--- src/inc/pcma_pkg.sv ---
`default_nettype none
package pcma_pkg;
  // statement kinds presented by the program sequencer
  typedef enum logic [2:0] {
    PCMA_OP_NONE  = 3'b000,
    PCMA_OP_CMP   = 3'b001,
    PCMA_OP_READ  = 3'b010,
    PCMA_OP_PRINT = 3'b011,
    PCMA_OP_FSET  = 3'b100,
    PCMA_OP_FCLR  = 3'b101
  } pcma_op_t;

  // comparison operators
  typedef enum logic [2:0] {
    PCMA_CMP_LT = 3'b000,
    PCMA_CMP_GT = 3'b001,
    PCMA_CMP_EQ = 3'b010,
    PCMA_CMP_LE = 3'b011,
    PCMA_CMP_GE = 3'b100,
    PCMA_CMP_NE = 3'b101
  } pcma_cmp_t;

  // request codes placed on the module bus
  typedef enum logic [1:0] {
    PCMA_REQ_READ  = 2'b00,
    PCMA_REQ_WRITE = 2'b01,
    PCMA_REQ_FSET  = 2'b10,
    PCMA_REQ_FCLR  = 2'b11
  } pcma_req_t;

  // error codes
  typedef enum logic [1:0] {
    PCMA_ERR_NONE  = 2'b00,
    PCMA_ERR_RANGE = 2'b01,
    PCMA_ERR_OPND  = 2'b10,
    PCMA_ERR_ARG   = 2'b11
  } pcma_err_t;

  localparam int PCMA_DATA_W = 16;
  localparam int PCMA_ADDR_W = 8;
  localparam logic [15:0] PCMA_CMP_MAX = 16'h7fff;
  localparam logic [7:0] PCMA_MOD_ADDR_MAX = 8'h1f;
  localparam logic [7:0] PCMA_FLAG_MIN = 8'h01;
  localparam logic [7:0] PCMA_ADDR_MIN_FLAG = 8'h01;
  localparam logic [7:0] PCMA_HOST_ADDR = 8'hff;
  localparam logic [15:0] PCMA_RST_DATA = 16'h0000;
endpackage
`default_nettype wire

--- src/inc/pcma_cmp_if.sv ---
`timescale 1ns/1ps
`default_nettype none
// carries one comparison between the interpreter and its comparator
interface pcma_cmp_if;
  logic [15:0] lhs;
  logic [15:0] rhs;
  pcma_pkg::pcma_cmp_t op;
  logic holds;
  logic too_big;
  modport req (output lhs, output rhs, output op, input holds, input too_big);
  modport eval (input lhs, input rhs, input op, output holds, output too_big);
endinterface
`default_nettype wire

--- src/core/pcma_cmp.sv ---
`timescale 1ns/1ps
`default_nettype none
module pcma_cmp (
  // operands and verdict
  pcma_cmp_if.eval c
);
  // unsigned magnitude compare of the six operators
  function automatic logic cmp_eval(input logic [15:0] a, input logic [15:0] b,
                                    input pcma_pkg::pcma_cmp_t op);
    case (op)
      pcma_pkg::PCMA_CMP_LT: cmp_eval = a < b;
      pcma_pkg::PCMA_CMP_GT: cmp_eval = a > b;
      pcma_pkg::PCMA_CMP_EQ: cmp_eval = a == b;
      pcma_pkg::PCMA_CMP_LE: cmp_eval = a <= b;
      pcma_pkg::PCMA_CMP_GE: cmp_eval = a >= b;
      pcma_pkg::PCMA_CMP_NE: cmp_eval = a != b;
      default: cmp_eval = 1'b0;
    endcase
  endfunction

  assign c.holds = cmp_eval(c.lhs, c.rhs, c.op);
  // operands above the compare limit are flagged, not silently truncated
  assign c.too_big = (c.lhs > pcma_pkg::PCMA_CMP_MAX) ||
                     (c.rhs > pcma_pkg::PCMA_CMP_MAX);
endmodule // pcma_cmp
`default_nettype wire

--- src/core/pcma_top.sv ---
// Operation
// - compare supports less, greater, equal, less-equal, greater-equal, not-equal
// - true compare runs next line; false compare skips exactly one line
// - each operand is a register value or a constant, both evaluated
// - module read targets address 0 to 31
// - module read selects remote register index 0 to 255
// - returned value outside optional range stops program execution
// - returned value is written into the named controller register
// - flag set request sends flag 1..255 to module 1..31
// - flag clear request sends flag 1..255 to module 1..31
// - print sends register value to module cursor or register position
// - print destination 255 goes to host serial port instead
// - compare operands must not exceed 32767
// - all values are unsigned 16-bit integers
`timescale 1ns/1ps
`default_nettype none
module pcma_top (
  // clock and reset
  input wire logic clock,
  input wire logic nrst,
  input wire logic ce,
  // statement from the program sequencer
  input wire logic stmt_valid,
  output logic stmt_ready,
  input wire pcma_pkg::pcma_op_t stmt_op,
  input wire pcma_pkg::pcma_cmp_t stmt_cmp,
  input wire logic lhs_is_reg,
  input wire logic [15:0] lhs_const,
  input wire logic rhs_is_reg,
  input wire logic [15:0] rhs_const,
  input wire logic [7:0] stmt_addr,
  input wire logic [7:0] stmt_index,
  input wire logic [8:0] stmt_reg,
  // second compare operand register, so both operands may be distinct registers
  input wire logic [8:0] rhs_reg,
  input wire logic range_en,
  input wire logic [15:0] range_lo,
  input wire logic [15:0] range_hi,
  // controller register file port
  output logic [8:0] rf_raddr_a,
  output logic [8:0] rf_raddr_b,
  input wire logic [15:0] rf_rdata_a,
  input wire logic [15:0] rf_rdata_b,
  output logic rf_we,
  output logic [8:0] rf_waddr,
  output logic [15:0] rf_wdata,
  // verdict to the sequencer
  output logic done,
  output logic skip_next,
  output logic halt,
  output logic [1:0] err_code,
  // module bus request and answer
  output logic bus_req,
  input wire logic bus_ack,
  output logic [1:0] bus_kind,
  output logic [4:0] bus_addr,
  output logic [7:0] bus_index,
  output logic [15:0] bus_wdata,
  input wire logic bus_rvalid,
  input wire logic [15:0] bus_rdata,
  // host serial port request
  output logic host_req,
  input wire logic host_ack,
  output logic [7:0] host_pos,
  output logic [15:0] host_data
);
  typedef enum logic [2:0] {
    PCMA_ST_IDLE = 3'b000,
    PCMA_ST_BUS = 3'b001,
    PCMA_ST_WAIT = 3'b010,
    PCMA_ST_HOST = 3'b011,
    PCMA_ST_DONE = 3'b100
  } pcma_st_t;

  pcma_st_t st_ff, nxt_st;
  logic done_ff, skip_ff, halt_ff;
  logic [1:0] err_ff;
  logic bus_req_ff, host_req_ff, rf_we_ff;
  logic [1:0] kind_ff;
  logic [4:0] baddr_ff;
  logic [7:0] bidx_ff, hpos_ff;
  logic [15:0] bdata_ff, hdata_ff, rf_wdata_ff, lo_ff, hi_ff;
  logic [8:0] rf_waddr_ff;
  logic rng_ff;

  // operand selection: register port or literal
  wire [15:0] lhs_val = lhs_is_reg ? rf_rdata_a : lhs_const;
  wire [15:0] rhs_val = rhs_is_reg ? rf_rdata_b : rhs_const;
  wire take = ce && stmt_valid && (st_ff == PCMA_ST_IDLE);
  // argument checks per statement kind
  wire read_ok = stmt_addr <= pcma_pkg::PCMA_MOD_ADDR_MAX;
  wire flag_ok = (stmt_addr >= pcma_pkg::PCMA_ADDR_MIN_FLAG) &&
                 (stmt_addr <= pcma_pkg::PCMA_MOD_ADDR_MAX) &&
                 (stmt_index >= pcma_pkg::PCMA_FLAG_MIN);
  wire to_host = stmt_addr == pcma_pkg::PCMA_HOST_ADDR;
  wire print_ok = to_host || (stmt_addr <= pcma_pkg::PCMA_MOD_ADDR_MAX);
  wire out_range = rng_ff && ((bus_rdata < lo_ff) || (bus_rdata > hi_ff));

  pcma_cmp_if cif ();
  assign cif.lhs = lhs_val;
  assign cif.rhs = rhs_val;
  assign cif.op = stmt_cmp;
  pcma_cmp u_cmp (
    .c(cif.eval)
  );

  // register file reads go straight from the statement fields
  assign rf_raddr_a = stmt_reg;
  assign rf_raddr_b = rhs_reg;
  // sequencer may present a new statement only while idle
  assign stmt_ready = ce && (st_ff == PCMA_ST_IDLE);
  assign done = done_ff;
  assign skip_next = skip_ff;
  assign halt = halt_ff;
  assign err_code = err_ff;
  assign bus_req = bus_req_ff;
  assign bus_kind = kind_ff;
  assign bus_addr = baddr_ff;
  assign bus_index = bidx_ff;
  assign bus_wdata = bdata_ff;
  assign host_req = host_req_ff;
  assign host_pos = hpos_ff;
  assign host_data = hdata_ff;
  assign rf_we = rf_we_ff;
  assign rf_waddr = rf_waddr_ff;
  assign rf_wdata = rf_wdata_ff;

  // next state: bus and host accesses reach done only after the answer, so lines never overlap
  always_comb begin
    nxt_st = st_ff;
    case (st_ff)
      PCMA_ST_IDLE: begin
        if (stmt_valid) begin
          case (stmt_op)
            pcma_pkg::PCMA_OP_READ: nxt_st = read_ok ? PCMA_ST_BUS : PCMA_ST_DONE;
            pcma_pkg::PCMA_OP_PRINT: nxt_st = !print_ok ? PCMA_ST_DONE :
                                      (to_host ? PCMA_ST_HOST : PCMA_ST_BUS);
            pcma_pkg::PCMA_OP_FSET, pcma_pkg::PCMA_OP_FCLR:
              nxt_st = flag_ok ? PCMA_ST_BUS : PCMA_ST_DONE;
            default: nxt_st = PCMA_ST_DONE;
          endcase
        end
      end
      PCMA_ST_BUS: if (bus_ack) nxt_st = (kind_ff == pcma_pkg::PCMA_REQ_READ) ?
                                        PCMA_ST_WAIT : PCMA_ST_DONE;
      PCMA_ST_WAIT: if (bus_rvalid) nxt_st = PCMA_ST_DONE;
      PCMA_ST_HOST: if (host_ack) nxt_st = PCMA_ST_DONE;
      PCMA_ST_DONE: nxt_st = PCMA_ST_IDLE;
      default: nxt_st = PCMA_ST_IDLE;
    endcase
  end

  // state register; everything freezes while ce is low
  always_ff @(posedge clock or negedge nrst) begin
    if (!nrst) begin
      st_ff <= PCMA_ST_IDLE;
    end else if (ce) begin
      st_ff <= nxt_st;
    end
  end

  // request capture on statement accept
  always_ff @(posedge clock or negedge nrst) begin
    if (!nrst) begin
      kind_ff <= pcma_pkg::PCMA_REQ_READ;
      baddr_ff <= 5'h00;
      bidx_ff <= 8'h00;
      bdata_ff <= pcma_pkg::PCMA_RST_DATA;
      hpos_ff <= 8'h00;
      hdata_ff <= pcma_pkg::PCMA_RST_DATA;
      rf_waddr_ff <= 9'h000;
      rng_ff <= 1'b0;
      lo_ff <= pcma_pkg::PCMA_RST_DATA;
      hi_ff <= pcma_pkg::PCMA_RST_DATA;
    end else if (take) begin
      baddr_ff <= stmt_addr[4:0];
      bidx_ff <= stmt_index;
      bdata_ff <= lhs_val;
      hpos_ff <= stmt_index;
      hdata_ff <= lhs_val;
      rf_waddr_ff <= stmt_reg;
      rng_ff <= range_en;
      lo_ff <= range_lo;
      hi_ff <= range_hi;
      case (stmt_op)
        pcma_pkg::PCMA_OP_PRINT: kind_ff <= pcma_pkg::PCMA_REQ_WRITE;
        pcma_pkg::PCMA_OP_FSET: kind_ff <= pcma_pkg::PCMA_REQ_FSET;
        pcma_pkg::PCMA_OP_FCLR: kind_ff <= pcma_pkg::PCMA_REQ_FCLR;
        default: kind_ff <= pcma_pkg::PCMA_REQ_READ;
      endcase
    end
  end

  // request strobes held until acknowledged
  always_ff @(posedge clock or negedge nrst) begin
    if (!nrst) begin
      bus_req_ff <= 1'b0;
      host_req_ff <= 1'b0;
    end else if (ce) begin
      bus_req_ff <= (nxt_st == PCMA_ST_BUS);
      host_req_ff <= (nxt_st == PCMA_ST_HOST);
    end
  end

  // read data lands in the target register unless it fails the range check
  always_ff @(posedge clock or negedge nrst) begin
    if (!nrst) begin
      rf_we_ff <= 1'b0;
      rf_wdata_ff <= pcma_pkg::PCMA_RST_DATA;
    end else if (ce) begin
      rf_we_ff <= (st_ff == PCMA_ST_WAIT) && bus_rvalid && !out_range;
      if ((st_ff == PCMA_ST_WAIT) && bus_rvalid) rf_wdata_ff <= bus_rdata;
    end
  end

  // verdict pulses; skip reflects a failed compare, halt a range, operand or argument fault
  always_ff @(posedge clock or negedge nrst) begin
    if (!nrst) begin
      done_ff <= 1'b0;
      skip_ff <= 1'b0;
      halt_ff <= 1'b0;
      err_ff <= pcma_pkg::PCMA_ERR_NONE;
    end else if (ce) begin
      done_ff <= (nxt_st == PCMA_ST_DONE);
      skip_ff <= 1'b0;
      halt_ff <= 1'b0;
      err_ff <= pcma_pkg::PCMA_ERR_NONE;
      if (take && stmt_op == pcma_pkg::PCMA_OP_CMP) begin
        if (cif.too_big) begin
          halt_ff <= 1'b1;
          err_ff <= pcma_pkg::PCMA_ERR_OPND;
        end else begin
          skip_ff <= !cif.holds;
        end
      end else if (take && nxt_st == PCMA_ST_DONE && stmt_op != pcma_pkg::PCMA_OP_NONE) begin
        halt_ff <= 1'b1;
        err_ff <= pcma_pkg::PCMA_ERR_ARG;
      end else if (st_ff == PCMA_ST_WAIT && bus_rvalid && out_range) begin
        halt_ff <= 1'b1;
        err_ff <= pcma_pkg::PCMA_ERR_RANGE;
      end
    end
  end
endmodule // pcma_top
`default_nettype wire

--- config.mk ---
export PLATFORM = sky130hd
export DESIGN_NAME = pcma_top
export DESIGN_NICKNAME = d
export VERILOG_FILES = /design/src/inc/pcma_pkg.sv /design/src/inc/pcma_cmp_if.sv /design/src/core/pcma_cmp.sv /design/src/core/pcma_top.sv
export SDC_FILE = /design/constraint.sdc
export NUM_CORES = 1
export LEC_CHECK = 0
export ABC_AREA = 1
export BUFFER_PORTS_ARGS = -buffer_cell sky130_fd_sc_hd__buf_2
export CORE_MARGIN = 8
export CORE_UTILIZATION = 48
export CTS_BUF_LIST = sky130_fd_sc_hd__clkbuf_8 sky130_fd_sc_hd__clkbuf_16
export CTS_CLUSTER_DIAMETER = 50
export DETAILED_ROUTE_END_ITERATION = 6
export PLACE_DENSITY = 0.79
export SYNTH_ARGS = -nofsm -noshare
export SYNTH_HDL_FRONTEND = slang
export SYNTH_SLANG_ARGS = --single-unit
--- constraint.sdc ---
create_clock -name clock -period 1.7 [get_ports clock]
set_input_delay 0 -clock clock [delete_from_list [all_inputs] [get_ports clock]]
set_output_delay 0 -clock clock [all_outputs]
set_load 0.01 [all_outputs]
==> impl_metrics.yaml, run 1 <==
outcome:
  status: "complete, but fails checks"
  violations: "negative setup slack"
timing:
  slew_viol_final: 0
  setup_viol: 2
  fin_skew_ns: 0.0104
  tightest_slew_ns: 0.329
  rsz0062_at_grt: "true"
  setup_slack_ns: -0.0321
  slew_headroom: 0.780
  achievable-frequency_ghz: 0.577
  period_minus_slack_ns: 1.73
  fin_crit_sh: 1.02
  hold_viol: 0
placement:
  port_buffers: 250
  dp_hpwl_mm: 14.1
  dp.cells: 1119
  globalplace.congestion: 0.873
yosys:
  synth.distinct_cells: 31
  synth_top_area_share: 0.419
  yosysWarnings: 0
  syn_avg_cell_area_um2: 8.06
  syn-cell-area_um2: 5970
  synthArstFlopShare: 1.00
  synth-seq-cells: 100
  yosysSeqAreaShare: 0.419
  synthCells: 741
  synth_edf_count: 0
  synth_flop_cell: "dfrtp_1"
  synth_common_cells: "nand2_1 (279), dfrtp_1 (100), inv_1 (68)"
  yosysTopAreaCell: "dfrtp_1"
  synth_nets: 950
  synth_most_common_cell: "nand2_1"
  synth_top_cells_by_area: "dfrtp_1 (42%), nand2_1 (18%), ha_1 (9.9%)"
final_layout:
  finalNetCount: 1255
  syn2layout_area_growth_pct: 45.9
  drive_above_1_share: 0.361
  finalNonFillerCells: 1218
global_routing:
  grt-ovfl-total: 0
  grt_usage: 0.236
  grt_pass1_wl_mm: 30.7
  grt_pass1_vias: 6206
  antenna_found_initial: 2
  grt_max_degree: 62
route:
  antenna_left: 0
  drtPass1Iterations: 6
  drt-total-wl_mm: 20.6
  vias: 6095
  drt-initial-drc-count: 338
  via_per_inst: 5.00
  drc_errors: 0
  wl_per_cell_um: 16.9
flow_run:
  drv_cap: 0
die:
  core-area_um2: 12100
  io_pins: 269
  die_h_um: 128
  die_area_um2: 16300
  rows: 40
  fp.dieW_um: 128
  start_util: 0.495
clock_tree:
  cts_buffer_depth: 2
  htreeDepth: 3
  clock_latency_ns: 0.35
  cts_sinks: 100
  path_clk_slew_ns: 0.07
  numCtsBuffers: 9
  cts_tree: "yes"
  cts_root_buf: "clkbuf_16"
critical_path:
  crit_fanout: 2
  path_class: "reg -> reg"
  crit_family: "simple AND/OR/NAND/NOR gates"
  critPathArrivalTime_ns: 1.96
  worstPathRequired_ns: 1.93
  rr_startpoint: "hi_ff[13]"
  worst_path_max_delay_cell: "dfrtp_1"
  cp_cell_sequence: "inv_1, ha_1, a21oi_1, o21ai_0, a21oi_2, nand2_1, nand2_1, nand2_2, nand3_2, nand2_1, nand2_1, nand2_1"
  critPathCaptureType: "flop"
  cp.buffers_inverters: 1
  crit_start: "hi_ff[13]"
  slowest_delay_ns: 0.36
  critical_path.startpoint_type: "flop"
  crit_path_frequent_cell: "nand2_1"
worst_hold_path:
  hp-start: "rhs_reg[7]"
  hold_class: "in -> out"
pwr:
  p_leak_nw: 4.75
  power_density_nw_per_um2: 1060
  power_w: 0.00920
  max-vdd-ir-drop_mv: 0.598
-- worst paths after layout --
kind / end / slack, ns / depth (start not counted)
worst max-delay path: halt / -0.03 / 12
worst min-delay path: rf_raddr_b[7] / 0.000004 / 0
worst max register to register: halt / -0.03 / 12
worst min register to register: rf_wdata[12] / 0.47 / 2
max in group asynchronous: st_ff[0] / 1.06 / 3
min in group asynchronous: rf_wdata[3] / 0.07 / 2
-- through the flow --
stage	instance area, µm²	setup WS (ns)	setup TNS [ns]	hold WS, ns	utilization
finish	8710	-0.0321	-0.0606	0.00000389	0.722
floorplan	6100	0.00894	0	-0.296	-
global placement	7290	-0.143	-0.206	-0.0937	0.605
CTS	8390	0.0154	0	0.0000686	0.695
global route	8710	-0.115	-0.252	0.0000151	0.722
detailed placement	7290	-0.214	-0.383	-0.0911	0.605
-- power by group --
group,internal (W),total [W],switching [W]
combinational,0.00166,0.00370,0.00205
sequential,0.00306,0.00347,0.000410
clock,0.00112,0.00202,0.000901
-- placed cells by master (no fill, tap or decap), types with 4 or more instances in the layout --
cell type / n
buf_4: 25
a21oi_2: 11
ha_4: 18
o21ai_0: 33
nand2_1: 270
ha_1: 28
a21oi_1: 17
mux2_2: 9
clkbuf_16: 10
buf_2: 249
nor2_2: 4
inv_2: 14
nand3_1: 9
dlygate4sd3_1: 78
buf_12: 5
o21ai_1: 16
inv_1: 55
mux2i_1: 14
nor2_1: 25
nand4_1: 9
nand2_2: 10
nor3_1: 7
mux2_4: 6
dfrtp_1: 99
-- flip-flops by register name (all words and copies together) (netlist names) --
signal / flops
lo_ff: 16
done: 1
rf_we: 1
bus_kind: 2
hi_ff: 16
rf_wdata: 16
rng_ff: 1
skip_next: 1
host_pos: 8
rf_waddr: 9
bus_addr: 5
host_data: 16
host_req: 1
halt: 1
bus_req: 1
st_ff: 3
err_code: 2
-- cell families after synthesis --
kind of cell,share of synthesized area
AND/OR/NAND/NOR,0.232
buffers and inverters,0.124
multiplexers,0.0551
flip-flops,0.419
AO/OA/AOI/OAI,0.0715
adder cells (fa/ha/maj),0.0985
-- final cells by class --
type | instances | area (µm²)
fillers | 854 | 3350
multi-input cells | 506 | 3090
flip-flops and latches | 100 | 2500
repair buffers | 359 | 2350
inverters | 70 | 268
clock buffers | 9 | 225
well taps | 168 | 210
clock inverters | 4 | 52.6
diodes | 2 | 5.00
-- per-layer routing --
metal	track usage	vias up	wire length (µm)
met4	0.0959	0	591
met1	0.275	2869	8170
li1	-	2932	-
met2	0.409	247	10500
met3	0.0537	47	1350
met5	0	-	0
-- timing repair --
action | 4_1_cts | 5_1_grt
pin swaps | 0 | 19
hold buffers | 79 | 0
buffers inserted | 0 | 4
hold endpoints to repair | 180 | 0
setup endpoints to repair | 8 | 67
gates cloned | 0 | 1
gates resized for setup | 6 | 57
Note: power is estimated with default switching activity, not from simulation.
==> run 2, diff against run 1 <==
- SKIP_CTS_REPAIR_TIMING: not set -> 1
==> run 2 against run 1 <==
Against the previous run:
- the flow finishes with violations (negative hold slack, negative setup slack)
- clock power barely moved
- setup slack got worse by 0.0035 ns
- sequential power is essentially flat
- flip-flop and latch count did not move
- non-clock buffer count down 8
- routed wire length fell by 1.6%
- hold slack got worse by 0.037 ns
- fmax shrank 0.20%
- cell count shrank 0.57%
- die area unchanged
- core utilization fell by 0.13 points
- cell area fell by 0.19%
- critical endpoint is now err_code[0]
==> impl_metrics.yaml, run 2 (synthesized netlist as in run 1, its figures left out) <==
die:
  io_pins: 269
  core-area_um2: 12100
  fp.dieW_um: 128
  die_area_um2: 16300
  rows: 40
  start_util: 0.495
  die_h_um: 128
pwr:
  max-vdd-ir-drop_mv: 0.569
  p_sw_frac: 0.364
  power_density_nw_per_um2: 1060
  seqPwrFrac: 0.377
  p_leak_nw: 4.73
  p_clk_frac: 0.218
  p_int_w: 0.00587
  power_w: 0.00923
  switchingPower_w: 0.00336
  combinationalPowerShare: 0.405
timing:
  fin_crit_sh: 1.02
  slew_headroom: 0.784
  fin_skew_ns: 0.00941
  hold_viol: 7
  period_minus_slack_ns: 1.74
  tightest_slew_ns: 0.323
  setup_tns_ns: -0.0624
  whs_ns: -0.0371
  slew_viol_final: 0
  rsz0062_at_grt: "true"
  achievable-frequency_ghz: 0.576
  setup_slack_ns: -0.0356
  setup_viol: 2
final_layout:
  drive_above_1_share: 0.366
  syn2layout_area_growth_pct: 45.6
  multi_input_area_um2: 3140
  final_common_cell: "nand2_1"
  fillers: 853
  final_util: 0.721
  ff_latch_area_um2: 2500
  design_area_um2: 8690
  mostFrequentLayoutCells: "nand2_1 (269), buf_2 (248), dfrtp_1 (99)"
  finalNetCount: 1247
worst_hold_path:
  hold_class: "in -> reg"
placement:
  dp_hpwl_mm: 14.1
  dpl_cell_area_um2: 7290
  port_buffers: 250
  pre_cts_ws_ns: -0.214
  globalplace.congestion: 0.873
critical_path:
  crit_fanout: 3
  path_class: "reg -> reg"
  worstPathRequired_ns: 1.99
  critPathArrivalTime_ns: 2.02
  critical_path.startpoint_type: "flop"
  critPathCaptureType: "flop"
route:
  drtPass1Iterations: 7
  drt-total-wl_mm: 20.3
  via_per_inst: 5.01
  antenna_left: 0
  vias: 6062
  drc_errors: 0
  drt-initial-drc-count: 398
  wl_per_cell_um: 16.7
clock_tree:
  cts_root_buf: "clkbuf_16"
  clock_latency_ns: 0.35
  path_clk_slew_ns: 0.06
  htreeDepth: 3
  cts_buffer_depth: 2
  cts_tree: "yes"
  numCtsBuffers: 9
  cts_sinks: 100
global_routing:
  grt_pass1_vias: 5559
  grt_usage: 0.208
  grt_pass1_wl_mm: 27.0
  grt-ovfl-total: 0
  grt_max_degree: 62
  antenna_found_initial: 3
outcome:
  violations: "negative hold slack, negative setup slack"
  status: "complete, but fails checks"
flow_run:
  drv_cap: 0
run 2: per-layer routing:
layer  vias up  part of all wire  GRT usage
met4         0             0.025     0.0721
met2       253              0.52      0.354
met1      2837              0.39      0.248
li1       2921                 -          -
met5         -                 0          0
met3        51             0.068     0.0562
run 2: area by class of cell:
cell class,count,area share
Multi-Input combinational cell,506,0.362
Sequential cell,100,0.288
Timing Repair Buffer,351,0.263
Inverter,70,0.0305
Clock buffer,9,0.0259
Tap cell,168,0.0242
Clock inverter,4,0.00605
Antenna cell,3,0.000864
run 2: final timing paths:
path	from	to	slack (ns)	depth (start not counted)
setup reg to reg	hi_ff[14]	err_code[0]	-0.04	13
hold reg to reg	rf_wdata[12]	rf_wdata[12]	0.47	2
max in group asynchronous	nrst	st_ff[0]	1.05	3
setup / recovery	hi_ff[14]	err_code[0]	-0.04	13
min in group asynchronous	nrst	rf_wdata[3]	0.08	2
hold / removal	ce	err_code[0]	-0.04	3
run 2: critical path: stages, from the launching register on:
cell and delay, ns:
dfrtp_1 0.37, inv_2 0.06, ha_4 0.26, nand2_2 0.07
nor3_2 0.22, buf_4 0.16, nand2_1 0.05, nand2_1 0.05
nand2_1 0.06, nand2_2 0.09, nand3_2 0.10, nand2_1 0.09
nand2_1 0.05, nand2_1 0.05
run 2: stage by stage:
step	cells	hold slack [ns]
floorplan	741	-0.296
global placement	1119	-0.0937
detailed placement	1119	-0.0911
CTS	1132	-0.471
global route	1211	-0.0221
finish	1211	-0.0371
run 2: power by group through the flow:
stage / clock network (W) / registers [W] / logic [W]
detailed placement: 0 / 0.00347 / 0.00312
global route: 0.00213 / 0.00356 / 0.00415
finish: 0.00201 / 0.00348 / 0.00374
CTS: 0.00205 / 0.00343 / 0.00314
floorplan: 0 / 0.00362 / 0.00182
global placement: 0 / 0.00344 / 0.00303
==> run 3, diff against run 2 <==
- CORE_MARGIN: 8 -> 1.5
==> run 3 against run 2 <==
Against the previous run:
- the flow still finishes with violations (negative hold slack, negative setup slack)
- routed wire length decreased by 9.9%
- die area decreased by 19%
- sequential power about the same
- register-to-register slack got worse by 0.03 ns
- clock skew about the same
- hold slack improved by 0.030 ns
- combinational power decreased by 3%
- total power increased by 2.4%
- critical path type unchanged
==> impl_metrics.yaml, run 3 (synthesized netlist as in run 1, its figures left out) <==
outcome:
  status: "complete, but fails checks"
  violations: "negative hold slack, negative setup slack"
pwr:
  p_sw_frac: 0.351
  seqPwrFrac: 0.365
  p_int_w: 0.00614
  power_w: 0.00945
  combinationalPowerShare: 0.382
  p_leak_nw: 4.72
  p_clk_frac: 0.253
  power_density_nw_per_um2: 1100
  max-vdd-ir-drop_mv: 0.581
  switchingPower_w: 0.00332
timing:
  achievable-frequency_ghz: 0.568
  setup_slack_ns: -0.0607
  whs_ns: -0.00756
  slew_viol_final: 0
  slew_headroom: 0.648
  rsz0062_at_grt: "true"
  fin_skew_ns: 0.00942
  setup_viol: 2
  fin_crit_sh: 1.04
  hold_viol: 3
  period_minus_slack_ns: 1.76
  tightest_slew_ns: 0.528
critical_path:
  cp_cell_sequence: "inv_1, ha_1, nand2_1, inv_1, nor2_1, o21ai_0, a21oi_1, nand2_1, nand2_2, nand3_2, nand2_1, nand2_1, nand2_1"
  path_class: "reg -> reg"
  crit_path_frequent_cell: "nand2_1"
  worst_path_max_delay_cell: "dfrtp_1"
  r2r-end: "halt"
  rr_startpoint: "lo_ff[13]"
  reg2reg_depth: 13
  slowest_delay_ns: 0.36
  crit_fanout: 2
  critPathArrivalTime_ns: 2.04
  worstPathRequired_ns: 1.98
  r2r_setup_slack_ns: -0.06
  critical_path.startpoint_type: "flop"
  crit_family: "simple AND/OR/NAND/NOR gates"
  critPathCaptureType: "flop"
  cp.buffers_inverters: 2
placement:
  port_buffers: 250
  dp_hpwl_mm: 11.9
  globalplace.congestion: 0.820
clock_tree:
  cts_root_buf: "clkbuf_16"
  numCtsBuffers: 9
  clock_latency_ns: 0.35
  cts_sinks: 100
  htreeDepth: 3
  path_clk_slew_ns: 0.07
  cts_tree: "yes"
  cts_buffer_depth: 2
route:
  antenna_left: 0
  via_per_inst: 4.97
  vias: 6005
  drt-initial-drc-count: 377
  wl_per_cell_um: 15.1
  drtPass1Iterations: 5
  drc_errors: 0
  drt-total-wl_mm: 18.3
global_routing:
  antenna_found_initial: 0
  grt_pass1_vias: 5130
  grt_max_degree: 101
  grt-ovfl-total: 0
  grt_usage: 0.237
  grt_pass1_wl_mm: 24.2
die:
  io_pins: 269
  die_area_um2: 13100
  core-area_um2: 12100
  rows: 40
  start_util: 0.495
  die_h_um: 115
  fp.dieW_um: 115
final_layout:
  mostFrequentLayoutCells: "nand2_1 (268), buf_2 (248), dfrtp_1 (99)"
  finalNetCount: 1244
  fillers: 893
  multi_input_area_um2: 3050
  ff_latch_area_um2: 2500
  antennaDiodeCount: 0
  drive_above_1_share: 0.355
  final_common_cell: "nand2_1"
  syn2layout_area_growth_pct: 44.3
worst_hold_path:
  whs_endpoint: "done"
  holdPathStages: 3
  hp-start: "ce"
  hold_class: "in -> reg"
flow_run:
  drv_cap: 0
-- run 3: worst max path at each step --
stage,from,to,slack [ns],cells after the start
after floorplan,lhs_is_reg,skip_next,0.009,15
after CTS,lo_ff[15],err_code[0],-0.14,12
after global placement,lhs_is_reg,skip_next,-0.33,16
final,lo_ff[13],halt,-0.06,13
after global routing,lo_ff[13],err_code[0],-0.17,13
after detailed placement,lhs_is_reg,skip_next,-0.40,16
-- run 3: cell type report --
cell class	count	share of cell area
well taps	168	0.0244
flip-flops and latches	100	0.291
clock buffers	9	0.0262
repair buffers	348	0.259
clock inverters	7	0.0144
inverters	70	0.0308
multi-input cells	506	0.354
-- run 3: worst reg2reg max path: stages (launching register included) --
cell     delay [ns]
dfrtp_1        0.36
inv_1          0.07
ha_1           0.25
nand2_1        0.09
inv_1          0.05
nor2_1         0.08
o21ai_0        0.11
a21oi_1        0.21
nand2_1        0.10
nand2_2        0.10
nand3_2        0.09
nand2_1        0.07
nand2_1        0.06
nand2_1        0.06
-- run 3: power by group through the flow --
stage / combinational (W) / clock, W / sequential, W
final: 0.00361 / 0.00239 / 0.00345
after global routing: 0.00401 / 0.00252 / 0.00353
after CTS: 0.00306 / 0.00243 / 0.00342
after detailed placement: 0.00304 / 0 / 0.00345
after global placement: 0.00295 / 0 / 0.00344
after floorplan: 0.00182 / 0 / 0.00362
-- run 3: per-stage QoR --
| stage | cell area (µm²) | setup slack, ns | TNS, ns | utilization | instances |
|---|---|---|---|---|---|
| 4_1_cts | 7620 | -0.137 | -0.289 | 0.632 | 1134 |
| 2_1_floorplan | 6100 | 0.00894 | 0 | - | 741 |
| 3_5_place_dp | 7270 | -0.398 | -0.569 | 0.603 | 1118 |
| 5_1_grt | 8610 | -0.174 | -0.444 | 0.714 | 1208 |
| 3_3_place_gp | 7270 | -0.334 | -0.516 | 0.603 | 1118 |
| 6_report | 8610 | -0.0607 | -0.112 | 0.714 | 1208 |
-- run 3: layer usage --
metal,vias to the layer above,global-route usage,share of wire
li1,2909,-,-
met1,2795,0.314,0.40
met2,251,0.387,0.51
met3,50,0.0402,0.055
met4,0,0.0933,0.035
met5,-,0,0
